$ cat config.mk
export PLATFORM = sky130hd
export DESIGN_NAME = scr_regs
export DESIGN_NICKNAME = d
export VERILOG_FILES = /design/src/design/scr_pkg.sv /design/src/design/scr_mon_decode.sv /design/src/design/scr_cal_pair.sv /design/src/design/scr_regs.sv
export VERILOG_INCLUDE_DIRS = /design/src /design/src/design
export SDC_FILE = /design/constraint.sdc
export NUM_CORES = 1
export LEC_CHECK = 0
export BUFFER_PORTS_ARGS = -buffer_cell sky130_fd_sc_hd__buf_2
export CAP_MARGIN = 40
export CORE_MARGIN = 2
export CORE_UTILIZATION = 50
export CTS_CLUSTER_DIAMETER = 120
export DETAILED_ROUTE_END_ITERATION = 16
export GPL_TIMING_DRIVEN = 0
export PLACE_DENSITY = 0.73
export SLEW_MARGIN = 40
export SYNTH_ARGS = -nofsm -noshare
export SYNTH_HDL_FRONTEND = slang
export SYNTH_SLANG_ARGS = --single-unit
$ cat constraint.sdc
create_clock -name i_clk_sys -period 1.7 [get_ports i_clk_sys]
set_input_delay 0.34 -clock i_clk_sys [delete_from_list [all_inputs] [get_ports i_clk_sys]]
set_output_delay 0.34 -clock i_clk_sys [all_outputs]
set_load 0.005 [all_outputs]
$ cat src/design/scr_cfg.svh
// Offsets, field positions, reset values and codes of the control bank
`ifndef SCR_CFG_SVH
`define SCR_CFG_SVH
`define SCR_AW            5
`define SCR_OFF_SYSCTL    5'h09
`define SCR_OFF_RSVD_A    5'h0A
`define SCR_OFF_OFS_LO    5'h0B
`define SCR_OFF_OFS_HI    5'h0C
`define SCR_OFF_RSVD_D    5'h0D
`define SCR_OFF_GAIN_LO   5'h0E
`define SCR_OFF_GAIN_HI   5'h0F
`define SCR_OFF_STATUS    5'h1F
`define SCR_RST_SYSCTL    8'h10
`define SCR_RST_RSVD      8'h00
`define SCR_RST_OFS_LO    8'h00
`define SCR_RST_OFS_HI    8'h00
`define SCR_RST_GAIN_LO   8'h00
`define SCR_RST_GAIN_HI   8'h40
`define SCR_MON_MSB       7
`define SCR_MON_LSB       5
`define SCR_SAMP_MSB      4
`define SCR_SAMP_LSB      3
`define SCR_TMO_BIT       2
`define SCR_RSVD_MASK     8'hFC
`define SCR_MON_OFF       3'h0
`define SCR_MON_SHORT     3'h1
`define SCR_MON_TEMP      3'h2
`define SCR_MON_ANALOG_SUPPLY_POS      3'h3
`define SCR_MON_DIGITAL_SUPPLY      3'h4
`define SCR_MON_BO_LO     3'h5
`define SCR_MON_BO_HI     3'h6
`define SCR_TEMP_MAX_GAIN 3'h2
`endif

$ cat src/design/scr_pkg.sv
// Types shared by the control and calibration bank
`default_nettype none
package scr_pkg;
  typedef struct packed {
    logic [2:0] monitor_select;
    logic [1:0] calib_sample_count;
    logic       timeout_en;
  } scr_cfg_t;

  typedef struct packed {
    logic [15:0] offset_correction_value;
    logic [15:0] gain_correction_value;
  } scr_cal_t;

  typedef struct packed {
    logic       mux_open;
    logic       gain_force_one;
    logic       temp_sense_en;
    logic       mid_short_en;
    logic [1:0] burnout_level;
    logic       temp_gain_bad;
  } scr_mon_t;
endpackage : scr_pkg
`default_nettype wire

$ cat src/design/scr_mon_decode.sv
// Monitor code decoder into analog front-end controls
`timescale 1ns/1ns
`default_nettype none
`include "scr_cfg.svh"
module scr_mon_decode
  import scr_pkg::*;
(
  // Selection
  input  wire logic [2:0] i_monitor_select,
  input  wire logic [2:0] i_gain_code,
  input  wire logic       i_amp_enabled,
  // Controls
  output scr_mon_t        o_mon
);
  always_comb begin
    o_mon = '0;
    case (i_monitor_select)
      `SCR_MON_OFF: begin
        o_mon = '0;
      end
      `SCR_MON_SHORT: begin
        o_mon.mid_short_en = 1'b1;
        o_mon.mux_open     = 1'b1;
      end
      `SCR_MON_TEMP: begin
        o_mon.temp_sense_en = 1'b1;
        o_mon.mux_open      = 1'b1;
        o_mon.temp_gain_bad = !i_amp_enabled ||
          (i_gain_code > `SCR_TEMP_MAX_GAIN);
      end
      `SCR_MON_ANALOG_SUPPLY_POS, `SCR_MON_DIGITAL_SUPPLY: begin
        o_mon.gain_force_one = 1'b1;
        o_mon.mux_open       = 1'b1;
      end
      `SCR_MON_BO_LO: begin
        o_mon.burnout_level = 2'h1;
      end
      `SCR_MON_BO_HI: begin
        o_mon.burnout_level = 2'h2;
      end
      default: begin
        o_mon = '0;
      end
    endcase
  end
endmodule : scr_mon_decode
`default_nettype wire

$ cat src/design/scr_cal_pair.sv
// Two-byte calibration value with coherent update
`timescale 1ns/1ns
`default_nettype none
module scr_cal_pair #(
  parameter logic [15:0] RST = 16'h0000
) (
  // Clock and reset
  input  wire logic        i_clk_sys,
  input  wire logic        i_rstn,
  // Byte writes
  input  wire logic        i_wr_lo,
  input  wire logic        i_wr_hi,
  input  wire logic [7:0]  i_wdata,
  // Values
  output logic      [15:0] o_bytes,
  output logic      [15:0] o_applied
);
  typedef struct packed {
    logic [15:0] bytes;
    logic [15:0] applied;
    logic        lo_new;
    logic        hi_new;
  } scr_pair_st_t;

  scr_pair_st_t st_ff;
  scr_pair_st_t nxt_st;

  always_comb begin
    nxt_st = st_ff;
    if (i_wr_lo) begin
      nxt_st.bytes[7:0] = i_wdata;
      nxt_st.lo_new     = 1'b1;
    end
    if (i_wr_hi) begin
      nxt_st.bytes[15:8] = i_wdata;
      nxt_st.hi_new      = 1'b1;
    end
    // Apply only once both halves were refreshed
    if (nxt_st.lo_new && nxt_st.hi_new) begin
      nxt_st.applied = nxt_st.bytes;
      nxt_st.lo_new  = 1'b0;
      nxt_st.hi_new  = 1'b0;
    end
  end

  always_ff @(posedge i_clk_sys) begin
    if (!i_rstn) begin
      st_ff <= '{bytes: RST, applied: RST, lo_new: 1'b0, hi_new: 1'b0};
    end else begin
      st_ff <= nxt_st;
    end
  end

  assign o_bytes   = st_ff.bytes;
  assign o_applied = st_ff.applied;
endmodule : scr_cal_pair
`default_nettype wire

$ cat src/design/scr_regs.sv
// System control and calibration register bank
`timescale 1ns/1ns
`default_nettype none
`include "scr_cfg.svh"

// Contract
// - Monitor select bits 7:5, reset 0; 000 off, 001 mid-supply short.
// - Code 010 routes temp sensor; host keeps amp on, gain at most 4.
// - Codes 011 and 100 force amplifier gain to 1.
// - Codes 101 and 110 enable burn-out sources; 101 is smaller.
// - Short, temperature and supply monitors open all input switches.
// - Sample count bits 4:3, reset 10; 1, 4, 8 or 16 conversions.
// - Timeout enable at bit 2, reset 0.
// - Offsets 0Ah and 0Dh read-only, read 00h; host writes 00h.
// - Offset low byte at 0Bh, reset 00h.
// - Offset high byte at 0Ch, reset 00h.
// - Gain low byte at 0Eh, reset 00h.
// - Gain high byte at 0Fh, reset 40h, value 4000h.
module scr_regs
  import scr_pkg::*;
(
  // Clock and reset
  input  wire logic                 i_clk_sys,
  input  wire logic                 i_rstn,
  // Register port
  input  wire logic [`SCR_AW-1:0]   i_addr,
  input  wire logic [7:0]           i_wdata,
  input  wire logic                 i_wr,
  input  wire logic                 i_rd,
  output logic      [7:0]           o_rdata,
  // Converter side
  input  wire logic                 i_conv_start,
  input  wire logic [2:0]           i_gain_code,
  input  wire logic                 i_amp_enabled,
  output scr_cfg_t                  o_cfg,
  output scr_mon_t                  o_mon,
  output logic      [4:0]           o_calib_samples,
  output scr_cal_t                  o_cal
);
  // ----------------------------------------------------------------
  // State
  // ----------------------------------------------------------------
  typedef struct packed {
    logic [7:0] sysctl;
    logic [7:0] rdata;
    scr_cfg_t   cfg;
    scr_mon_t   mon;
    logic [4:0] samples;
    scr_cal_t   cal;
    logic       rsvd_wr_err;
  } scr_st_t;

  scr_st_t    st_ff;
  scr_st_t    nxt_st;
  logic [15:0] ofs_bytes;
  logic [15:0] ofs_applied;
  logic [15:0] gain_bytes;
  logic [15:0] gain_applied;
  scr_mon_t   mon_dec;
  logic [2:0]  mon_next;

  function automatic logic [4:0] samp_count(input logic [1:0] code);
    case (code)
      2'h0:    samp_count = 5'h01;
      2'h1:    samp_count = 5'h04;
      2'h2:    samp_count = 5'h08;
      default: samp_count = 5'h10;
    endcase
  endfunction : samp_count

  function automatic logic hit(input logic [`SCR_AW-1:0] a,
                               input logic [`SCR_AW-1:0] off);
    hit = (a == off);
  endfunction : hit

  // ----------------------------------------------------------------
  // Calibration pairs
  // ----------------------------------------------------------------
  scr_cal_pair #(
    .RST ({`SCR_RST_OFS_HI, `SCR_RST_OFS_LO})
  ) u_ofs (
    .i_clk_sys (i_clk_sys),
    .i_rstn    (i_rstn),
    .i_wr_lo   (i_wr && hit(i_addr, `SCR_OFF_OFS_LO)),
    .i_wr_hi   (i_wr && hit(i_addr, `SCR_OFF_OFS_HI)),
    .i_wdata   (i_wdata),
    .o_bytes   (ofs_bytes),
    .o_applied (ofs_applied)
  );

  scr_cal_pair #(
    .RST ({`SCR_RST_GAIN_HI, `SCR_RST_GAIN_LO})
  ) u_gain (
    .i_clk_sys (i_clk_sys),
    .i_rstn    (i_rstn),
    .i_wr_lo   (i_wr && hit(i_addr, `SCR_OFF_GAIN_LO)),
    .i_wr_hi   (i_wr && hit(i_addr, `SCR_OFF_GAIN_HI)),
    .i_wdata   (i_wdata),
    .o_bytes   (gain_bytes),
    .o_applied (gain_applied)
  );

  // ----------------------------------------------------------------
  // Monitor decode of the latched setting
  // ----------------------------------------------------------------
  // Select seen by the converter after this edge, kept off nxt_st
  always_comb begin
    mon_next = st_ff.cfg.monitor_select;
    if (i_conv_start) begin
      mon_next = st_ff.sysctl[`SCR_MON_MSB:`SCR_MON_LSB];
    end
  end

  scr_mon_decode u_mon (
    .i_monitor_select (mon_next),
    .i_gain_code      (i_gain_code),
    .i_amp_enabled    (i_amp_enabled),
    .o_mon            (mon_dec)
  );

  // ----------------------------------------------------------------
  // Next state
  // ----------------------------------------------------------------
  always_comb begin
    nxt_st       = st_ff;
    nxt_st.rdata = 8'h00;
    if (i_wr && hit(i_addr, `SCR_OFF_SYSCTL)) begin
      nxt_st.sysctl = i_wdata;
      // Flag a host that breaks the reserved-bit convention
      if ((i_wdata & ~`SCR_RSVD_MASK) != 8'h00) begin
        nxt_st.rsvd_wr_err = 1'b1;
      end
    end
    if (i_wr && (hit(i_addr, `SCR_OFF_RSVD_A) ||
                 hit(i_addr, `SCR_OFF_RSVD_D)) &&
        (i_wdata != 8'h00)) begin
      nxt_st.rsvd_wr_err = 1'b1;
    end
    // Settings copied to the converter at a start
    if (i_conv_start) begin
      nxt_st.cfg.monitor_select =
        st_ff.sysctl[`SCR_MON_MSB:`SCR_MON_LSB];
      nxt_st.cfg.calib_sample_count =
        st_ff.sysctl[`SCR_SAMP_MSB:`SCR_SAMP_LSB];
      nxt_st.cfg.timeout_en = st_ff.sysctl[`SCR_TMO_BIT];
    end
    nxt_st.mon     = mon_dec;
    nxt_st.samples = samp_count(nxt_st.cfg.calib_sample_count);
    nxt_st.cal.offset_correction_value = ofs_applied;
    nxt_st.cal.gain_correction_value   = gain_applied;
    if (i_rd) begin
      case (i_addr)
        `SCR_OFF_SYSCTL:  nxt_st.rdata = st_ff.sysctl;
        `SCR_OFF_RSVD_A:  nxt_st.rdata = `SCR_RST_RSVD;
        `SCR_OFF_RSVD_D:  nxt_st.rdata = `SCR_RST_RSVD;
        `SCR_OFF_OFS_LO:  nxt_st.rdata = ofs_bytes[7:0];
        `SCR_OFF_OFS_HI:  nxt_st.rdata = ofs_bytes[15:8];
        `SCR_OFF_GAIN_LO: nxt_st.rdata = gain_bytes[7:0];
        `SCR_OFF_GAIN_HI: nxt_st.rdata = gain_bytes[15:8];
        `SCR_OFF_STATUS: begin
          nxt_st.rdata = {6'h00, st_ff.mon.temp_gain_bad,
                          st_ff.rsvd_wr_err};
          nxt_st.rsvd_wr_err = 1'b0;
        end
        default:          nxt_st.rdata = 8'h00;
      endcase
    end
    // Set wins over the read-clear
    if (i_wr && hit(i_addr, `SCR_OFF_SYSCTL) &&
        ((i_wdata & ~`SCR_RSVD_MASK) != 8'h00)) begin
      nxt_st.rsvd_wr_err = 1'b1;
    end
    if (i_wr && (hit(i_addr, `SCR_OFF_RSVD_A) ||
                 hit(i_addr, `SCR_OFF_RSVD_D)) &&
        (i_wdata != 8'h00)) begin
      nxt_st.rsvd_wr_err = 1'b1;
    end
  end

  // ----------------------------------------------------------------
  // Registers
  // ----------------------------------------------------------------
  always_ff @(posedge i_clk_sys) begin
    if (!i_rstn) begin
      st_ff.sysctl      <= `SCR_RST_SYSCTL;
      st_ff.rdata       <= 8'h00;
      st_ff.cfg         <= '{monitor_select: `SCR_MON_OFF,
                             calib_sample_count: 2'h2,
                             timeout_en: 1'b0};
      st_ff.mon         <= '0;
      st_ff.samples     <= 5'h08;
      st_ff.cal         <= '{offset_correction_value: 16'h0000,
                             gain_correction_value: 16'h4000};
      st_ff.rsvd_wr_err <= 1'b0;
    end else begin
      st_ff <= nxt_st;
    end
  end

  // ----------------------------------------------------------------
  // Outputs
  // ----------------------------------------------------------------
  assign o_rdata         = st_ff.rdata;
  assign o_cfg           = st_ff.cfg;
  assign o_mon           = st_ff.mon;
  assign o_calib_samples = st_ff.samples;
  assign o_cal           = st_ff.cal;
endmodule : scr_regs
`default_nettype wire

==> results of run 1 <==
==> how the worst max path moves through the flow <==
stage                          from  slack, ps  cells past startpoint                   end
after floorplan           i_addr[2]        110                      7  u_gain.o_applied[14]
after global placement    i_addr[0]       -360                      6            o_rdata[5]
after detailed placement     i_rstn       -410                      6  u_gain.o_applied[11]
after CTS                    i_rstn        110                      6  u_gain.o_applied[11]
after global routing         i_rstn        100                      6  u_gain.o_applied[11]
final                     i_addr[0]        250                      6            o_rdata[3]
==> area by class of cell <==
class / instances / area, sq um / area share, %
multi-input cells: 271 / 1840 / 29.5
repair buffers: 75 / 375 / 6.04
inverters: 6 / 22.5 / 0.362
clock inverters: 11 / 126 / 2.03
well taps: 133 / 166 / 2.68
plain buffers: 87 / 567 / 9.12
flip-flops and latches: 134 / 2680 / 43.2
clock buffers: 21 / 439 / 7.07
==> flip-flops by register name, summed over array words and instances, names as in the netlist <==
register / count
u_ofs.st_ff: 2
u_ofs.o_applied: 16
o_cfg: 6
u_gain.o_applied: 16
o_rdata: 8
u_gain.o_bytes: 16
u_gain.st_ff: 2
u_ofs.o_bytes: 16
o_mon: 7
o_cal: 32
o_calib_samples: 4
st_ff: 9
==> timing repair <==
action / CTS / global route
setup endpoints to repair: 0 / 14
hold endpoints to repair: 0 / 0
gates resized for setup: 0 / 4
==> cells in the final DEF, fill, tap and decap left out, types with 3 or more instances in the layout <==
cell / count
o21ai_0: 7
dfxtp_1: 134
nand2b_1: 3
nand2_1: 47
and3_1: 5
clkbuf_1: 18
buf_4: 60
mux2i_1: 53
clkinvlp_4: 4
inv_1: 6
nand3_1: 9
clkbuf_16: 16
nor2_1: 29
nor3_1: 3
a222oi_1: 6
o22a_1: 31
clkbuf_2: 4
and2_1: 39
a31oi_1: 3
buf_2: 83
a21oi_1: 5
==> routing by layer <==
| layer | vias up | wire [microns] |
|---|---|---|
| li1 | 1840 | - |
| met1 | 1832 | 5140 |
| met2 | 109 | 5880 |
| met3 | 29 | 629 |
| met4 | 0 | 457 |
| met5 | - | 0 |
==> cells by family after synthesis <==
logic type,count (synthesis)
multiplexers,54
AND/OR/NAND/NOR,149
AO/OA/AOI/OAI,67
other,1
flip-flops,134
buffers and inverters,93
==> power groups by stage <==
| stage | clock, uW | combinational [uW] | sequential, uW |
|---|---|---|---|
| final | 3470 | 251 | 3160 |
| after global routing | 3650 | 271 | 3160 |
| after CTS | 3510 | 246 | 3160 |
| after detailed placement | 0 | 245 | 3230 |
| after global placement | 0 | 243 | 3230 |
| after floorplan | 0 | 141 | 3230 |
==> tightest hold or removal path, delay by kind of cell <==
family	cells	cell delay (ps)
buffers and inverters	1	110
AND/OR/NAND/NOR	1	60
multiplexers	1	70
==> per-stage QoR <==
step / std cells / TNS, ps / utilization, % / setup slack [ps] / hold slack [ps]
after floorplan: 498 / 0 / - / 113 / 392
after global placement: 706 / -10450 / 57.3 / -362 / 411
after detailed placement: 706 / -11180 / 57.3 / -414 / 412
after CTS: 738 / 0 / 63.0 / 114 / 67.7
after global routing: 738 / 0 / 63.0 / 98.2 / 97.2
final: 738 / 0 / 63.0 / 248 / 89.3
==> results.md, run 1 <==
- Status: finished clean
- CP Buf/Inv Count: 3
- Final global-route overflow total: 0
- FF+latch count, synth: 134
- Cell area after synthesis: 5110 sq um
- Gate Count Post-Synth: 498
- Antenna violations before repair: 0
- Post-synth top area share: 52.5%
- Post-route ant nets: 0
- Register-to-register setup slack: 280 ps
- Worst Path Class, Setup: primary input to flip-flop
- Crit path DAT: 1850 ps
- Post-synth top area cell: dfxtp_1
- Maximum clock path buffer count: 2
- Met1 Use GR: 28.3%
- Pwr Density: 1110 nW/um^2
- Reg clk slew, reported paths: 60 ps
- Startpoint Class: primary input
- First-pass GRT wire length: 19.1 mm
- TritonCTS buffer count: 17
- Worst hold path class: primary input to flip-flop
- Mapped Nets: 520
- H-tree lvl count: 4
- Clock latency at the later pin of the worst-skew pair: 520 ps
- GRT Overall Usage: 23.0%
- Hold Startpoint: i_wdata[4]
- Simple-gate share of the synthesized area: 14.7%
- Largest net degree at the start of global routing: 17
- Clk_skew: 5.72 ps
- Die Ht: 105 microns
- Comb pwr share: 3.6%
- GP Congestion: 0.932
- Post-route cell area: 6220 sq um
- Clk sinks: 134
- CTS Root Cell: clkbuf_8
- Post-DP HPWL: 8.78 mm
- Critical Path End Type: flip-flop
- Fin. Hold Viols: 0
- Drt first-iter violations: 141
- Port buffer count: 75
- FFs w/ async S/R, synth: 0%
- Delay-heaviest family, CP: buffers and inverters
- Most common library cells after synthesis: dfxtp_1, buf_4, mux2i_1
- Total number of vias: 3810
- Area grow syn2layout: 21.7%
- Pins over their slew limit: 0
- Cell Rows: 36
- Core area: 9860 sq um
- RSZ-0062 raised after global routing: no
- Total Power: 6880 uW
- Critical Path RT: 2100 ps
- I/O pin cnt: 80
- Final WL: 12.1 mm
- Syn_area_per_cell: 10.3 sq um
- Pint: 5360 uW
- Post-synth EDFFs: 0
- Fillers: 856
- CTS tree: built
- Ys Warns: 0
- Period utilization: 85.4%
- Adder-cell area share of the yosys netlist: 0%
- Vias in the first global route: 3648
- Reg2reg start: u_ofs.st_ff[1]
- Post-CTS setup buffer count: 0
- Global-route track usage on met2: 37.6%
- Mux contribution to synthesized area: 10.6%
- Clock share of power: 50.4%
- Max frequency: 689 MHz
- Starting Density: 51.8%
- Hold Path End: st_ff[63]
- # DRC: 0
- Complex-gate fraction of the synthesized area: 10.6%
- Leakage: 0.00303 uW
- Reg2Reg Depth: 4
- Crit-path max FO: 10
- Slew HR: 53.1%
- Sequential fraction of the synthesis area: 52.5%
- Final setup violation count: 0
- Die area: 11000 sq um
- Actual slew at the worst max-slew pin: 703 ps
- Sequential share of power: 46.0%
- Post-cts hold buffer count: 0
- CP max stage delay: 380 ps
- Most instantiated library cell after synthesis: dfxtp_1
- Critical path cell sequence: buf_2, clkbuf_1, clkbuf_2, o21ai_0, a222oi_1, nor2_1
- Layer with the highest usage: met2
- Wire length per cell: 16.4 microns
- Nets: 614
- Sw power: 1520 uW
- Switching Share: 22.1%
- Largest family of logic cells by synthesized area: simple AND/OR/NAND/NOR gates
- DR vias/cell: 5.16
- MaxCap Viol Count: 0
- R2R Path End: u_ofs.o_applied[2]
- Unique cell type count in the Yosys netlist: 42
- Top FF cell, synth: dfxtp_1
- DRT Pass-1 Iters: 5
- Met3 Usage GRT: 5.30%
- XOR/XNOR share of the synthesized area: 0%
- CP max-delay cell: a222oi_1
- Minimum clock period: 1450 ps
- Die Wd: 105 microns
- WHS Path Cells: 3
- Area after DPL: 5650 sq um
- Share of layout cells above drive strength 1: 30.6%
- Antenna diode count: 0
- Top cells by area, synth: dfxtp_1, mux2i_1, buf_4, o22a_1, and2_1
- Max VDD drop: 570 uV
Power figures use the tool's default switching activity.
==> run 2: changes to the inputs <==
Settings changed: PLACE_DENSITY 0.73 to 0.75, REMOVE_ABC_BUFFERS from default to 1.
==> results.md, run 2 (synthesis gave the netlist of run 1 again) <==
- Reg clk slew, reported paths: 60 ps (about the same)
- Share of layout cells above drive strength 1: 23.6% (-7.0 points)
- DR vias/cell: 5.20 (+0.72%)
- Commonest non-fill, non-tap cells in the layout: dfxtp_1, buf_2, mux2i_1
- Post-cts hold buffer count: 0 (unchanged)
- Wire length per cell: 16.2 microns (-1.3%)
- Final WL: 10.6 mm (-12%)
- Pint: 5610 uW (+4.8%)
- Delay-heaviest family, CP: simple AND/OR/NAND/NOR gates
- Antenna diode count: 0 (unchanged)
- Actual slew at the worst max-slew pin: 631 ps (-72.1 ps)
- Fin. Hold Viols: 0 (unchanged)
- Switching Share: 21.7% (-0.40 points)
- GP Congestion: 0.918 (-1.5%)
- CP Buf/Inv Count: 1 (-2)
- Most common cell after layout, fill and taps aside: dfxtp_1
- Comb pwr share: 3.1% (-0.5 points)
- R2R Path End: u_gain.o_applied[6]
- Worst hold path class: primary input to flip-flop
- Final TNS setup: 0 ps (unchanged)
- Drt first-iter violations: 240 (+70%)
- DRT Pass-1 Iters: 5 (unchanged)
- Post-route ant nets: 0 (unchanged)
- Clk sinks: 134 (unchanged)
- CTS Root Cell: clkbuf_8
- Total number of vias: 3406 (-11%)
- Die Wd: 105 microns (unchanged)
- Core area: 9860 sq um (unchanged)
- Die Ht: 105 microns (unchanged)
- Final global-route overflow total: 0 (unchanged)
- Crit-path max FO: 25 (+15)
- TritonCTS buffer count: 17 (unchanged)
- Pwr Density: 1250 nW/um^2 (+13%)
- Register-to-register setup slack: 450 ps (+170 ps)
- Startpoint Class: primary input
- Final Util: 58.3% (-4.7 points)
- Clk_skew: 4.99 ps (-0.727 ps)
- Leakage: 0.00268 uW (-12%)
- Critical path cell sequence: buf_2, nor2b_1, nand4_1, mux2i_1, nand2_1
- Reg2reg start: u_gain.st_ff[1]
- Critical Path End Type: flip-flop
- Max VDD drop: 509 uV (-11%)
- Period utilization: 89.1% (+3.7 points)
- Antenna violations before repair: 0 (unchanged)
- Largest net degree at the start of global routing: 81 (+64)
- Die area: 11000 sq um (unchanged)
- Starting Density: 51.8% (unchanged)
- Clock latency at the later pin of the worst-skew pair: 520 ps (about the same)
- GRT Overall Usage: 20.2% (-2.8 points)
- Worst Path Class, Setup: primary input to flip-flop
- Sequential share of power: 44.1% (-1.9 points)
- # DRC: 0 (unchanged)
- Nets: 531 (-14%)
- Maximum clock path buffer count: 2 (unchanged)
- CP max stage delay: 540 ps (+160 ps)
- Critical Path RT: 2090 ps (about the same)
- Minimum clock period: 1510 ps (+63.3 ps)
- Cell Rows: 36 (unchanged)
- I/O pin cnt: 80 (unchanged)
- Clock share of power: 52.9% (+2.5 points)
- Max reg flops: 32 (unchanged)
- Max frequency: 660 MHz (-4.2%)
- Total Power: 7170 uW (+4.3%)
- First-pass GRT wire length: 17.2 mm (-9.8%)
- Status: finished clean
- Fillers: 825 (-3.6%)
- RSZ-0062 raised after global routing: no
- CTS tree: built
- Hold Path End: st_ff[59]
- Vias in the first global route: 3326 (-8.8%)
- Port buffer count: 78 (+4.0%)
- CP max-delay cell: nand4_1
- H-tree lvl count: 4 (unchanged)
- Slew HR: 57.8% (+4.7 points)
- MaxCap Viol Count: 0 (unchanged)
- Sw power: 1560 uW (+2.4%)
- Pins over their slew limit: 0 (unchanged)
- Hold Startpoint: i_wdata[0]
- WHS Path Cells: 3 (unchanged)
- Final setup violation count: 0 (unchanged)
- Area grow syn2layout: 12.7%
- Reg2Reg Depth: 3 (-1)
- Crit path DAT: 1900 ps (+50 ps)
- Post-DP HPWL: 7.06 mm (-20%)
==> run 2: changes by cell type in the layout (fill, tap and decap cells not counted), moves of 3 or more <==
cell,change
clkbuf_2,-4
buf_2,-6
clkinv_4,+3
buf_4,-60
clkbuf_1,-17
==> run 2: worst register-to-register path: stages (launching register included) <==
cell and delay, ps:
dfxtp_1 300, o21bai_1 210, a21oi_4 440, o22a_1 230
==> run 2: worst max path at each step <==
| stage | startpoint | end | cells after the start |
|---|---|---|---|
| after CTS | i_addr[1] | u_gain.o_applied[14] | 5 |
| after global routing | i_addr[0] | st_ff[66] | 5 |
| final | i_addr[0] | st_ff[63] | 5 |
| after global placement | i_rstn | u_gain.o_applied[9] | 4 |
| after floorplan | i_addr[3] | u_ofs.o_applied[0] | 4 |
| after detailed placement | i_rstn | u_gain.o_applied[6] | 4 |
==> run 2: layer usage <==
metal  GRT usage (%)  vias up  share of wire [%]
met3            5.30       18                5.2
met1            26.6     1600                 46
met2            30.9      112                 46
li1                -     1676                  -
met4            9.24        0                2.3
met5               0        -                  0
==> run 2: cell type report <==
cell class / instances / area [sq um] / share of cell area, %
tap: 133 / 166 / 2.89
timing repair buffer: 78 / 397 / 6.89
inverter: 6 / 26.3 / 0.457
clock inverter: 14 / 203 / 3.52
clock buffer: 18 / 418 / 7.26
sequential: 134 / 2680 / 46.6
timing repair inverter: 1 / 5.00 / 0.0870
multi-input combinational: 271 / 1860 / 32.3
==> run 2: timing repair <==
item,4_1_cts,5_1_grt
resized for setup,4,3
endpoints found under the setup margin,36,28
buffers inserted,0,0
cloned,1,0
endpoints found under the hold margin,0,0
==> run 2: power groups by stage <==
stage	clock network [uW]	registers [uW]	logic (uW)
after CTS	3840	3160	219
after floorplan	0	3230	90.4
after global routing	4000	3160	240
final	3790	3160	221
after global placement	0	3230	210
after detailed placement	0	3230	213
==> run 2: metrics by stage <==
| stage | instance area [sq um] | worst slack (ps) | hold WS, ps | instances |
|---|---|---|---|---|
| final | 5750 | 185 | 84.8 | 655 |
| after global routing | 5750 | 42.5 | 80.4 | 655 |
| after CTS | 5750 | 48.7 | 70.4 | 655 |
| after detailed placement | 5100 | -826 | 420 | 622 |
| after global placement | 5100 | -1320 | 417 | 622 |
| after floorplan | 4540 | 207 | 392 | 411 |
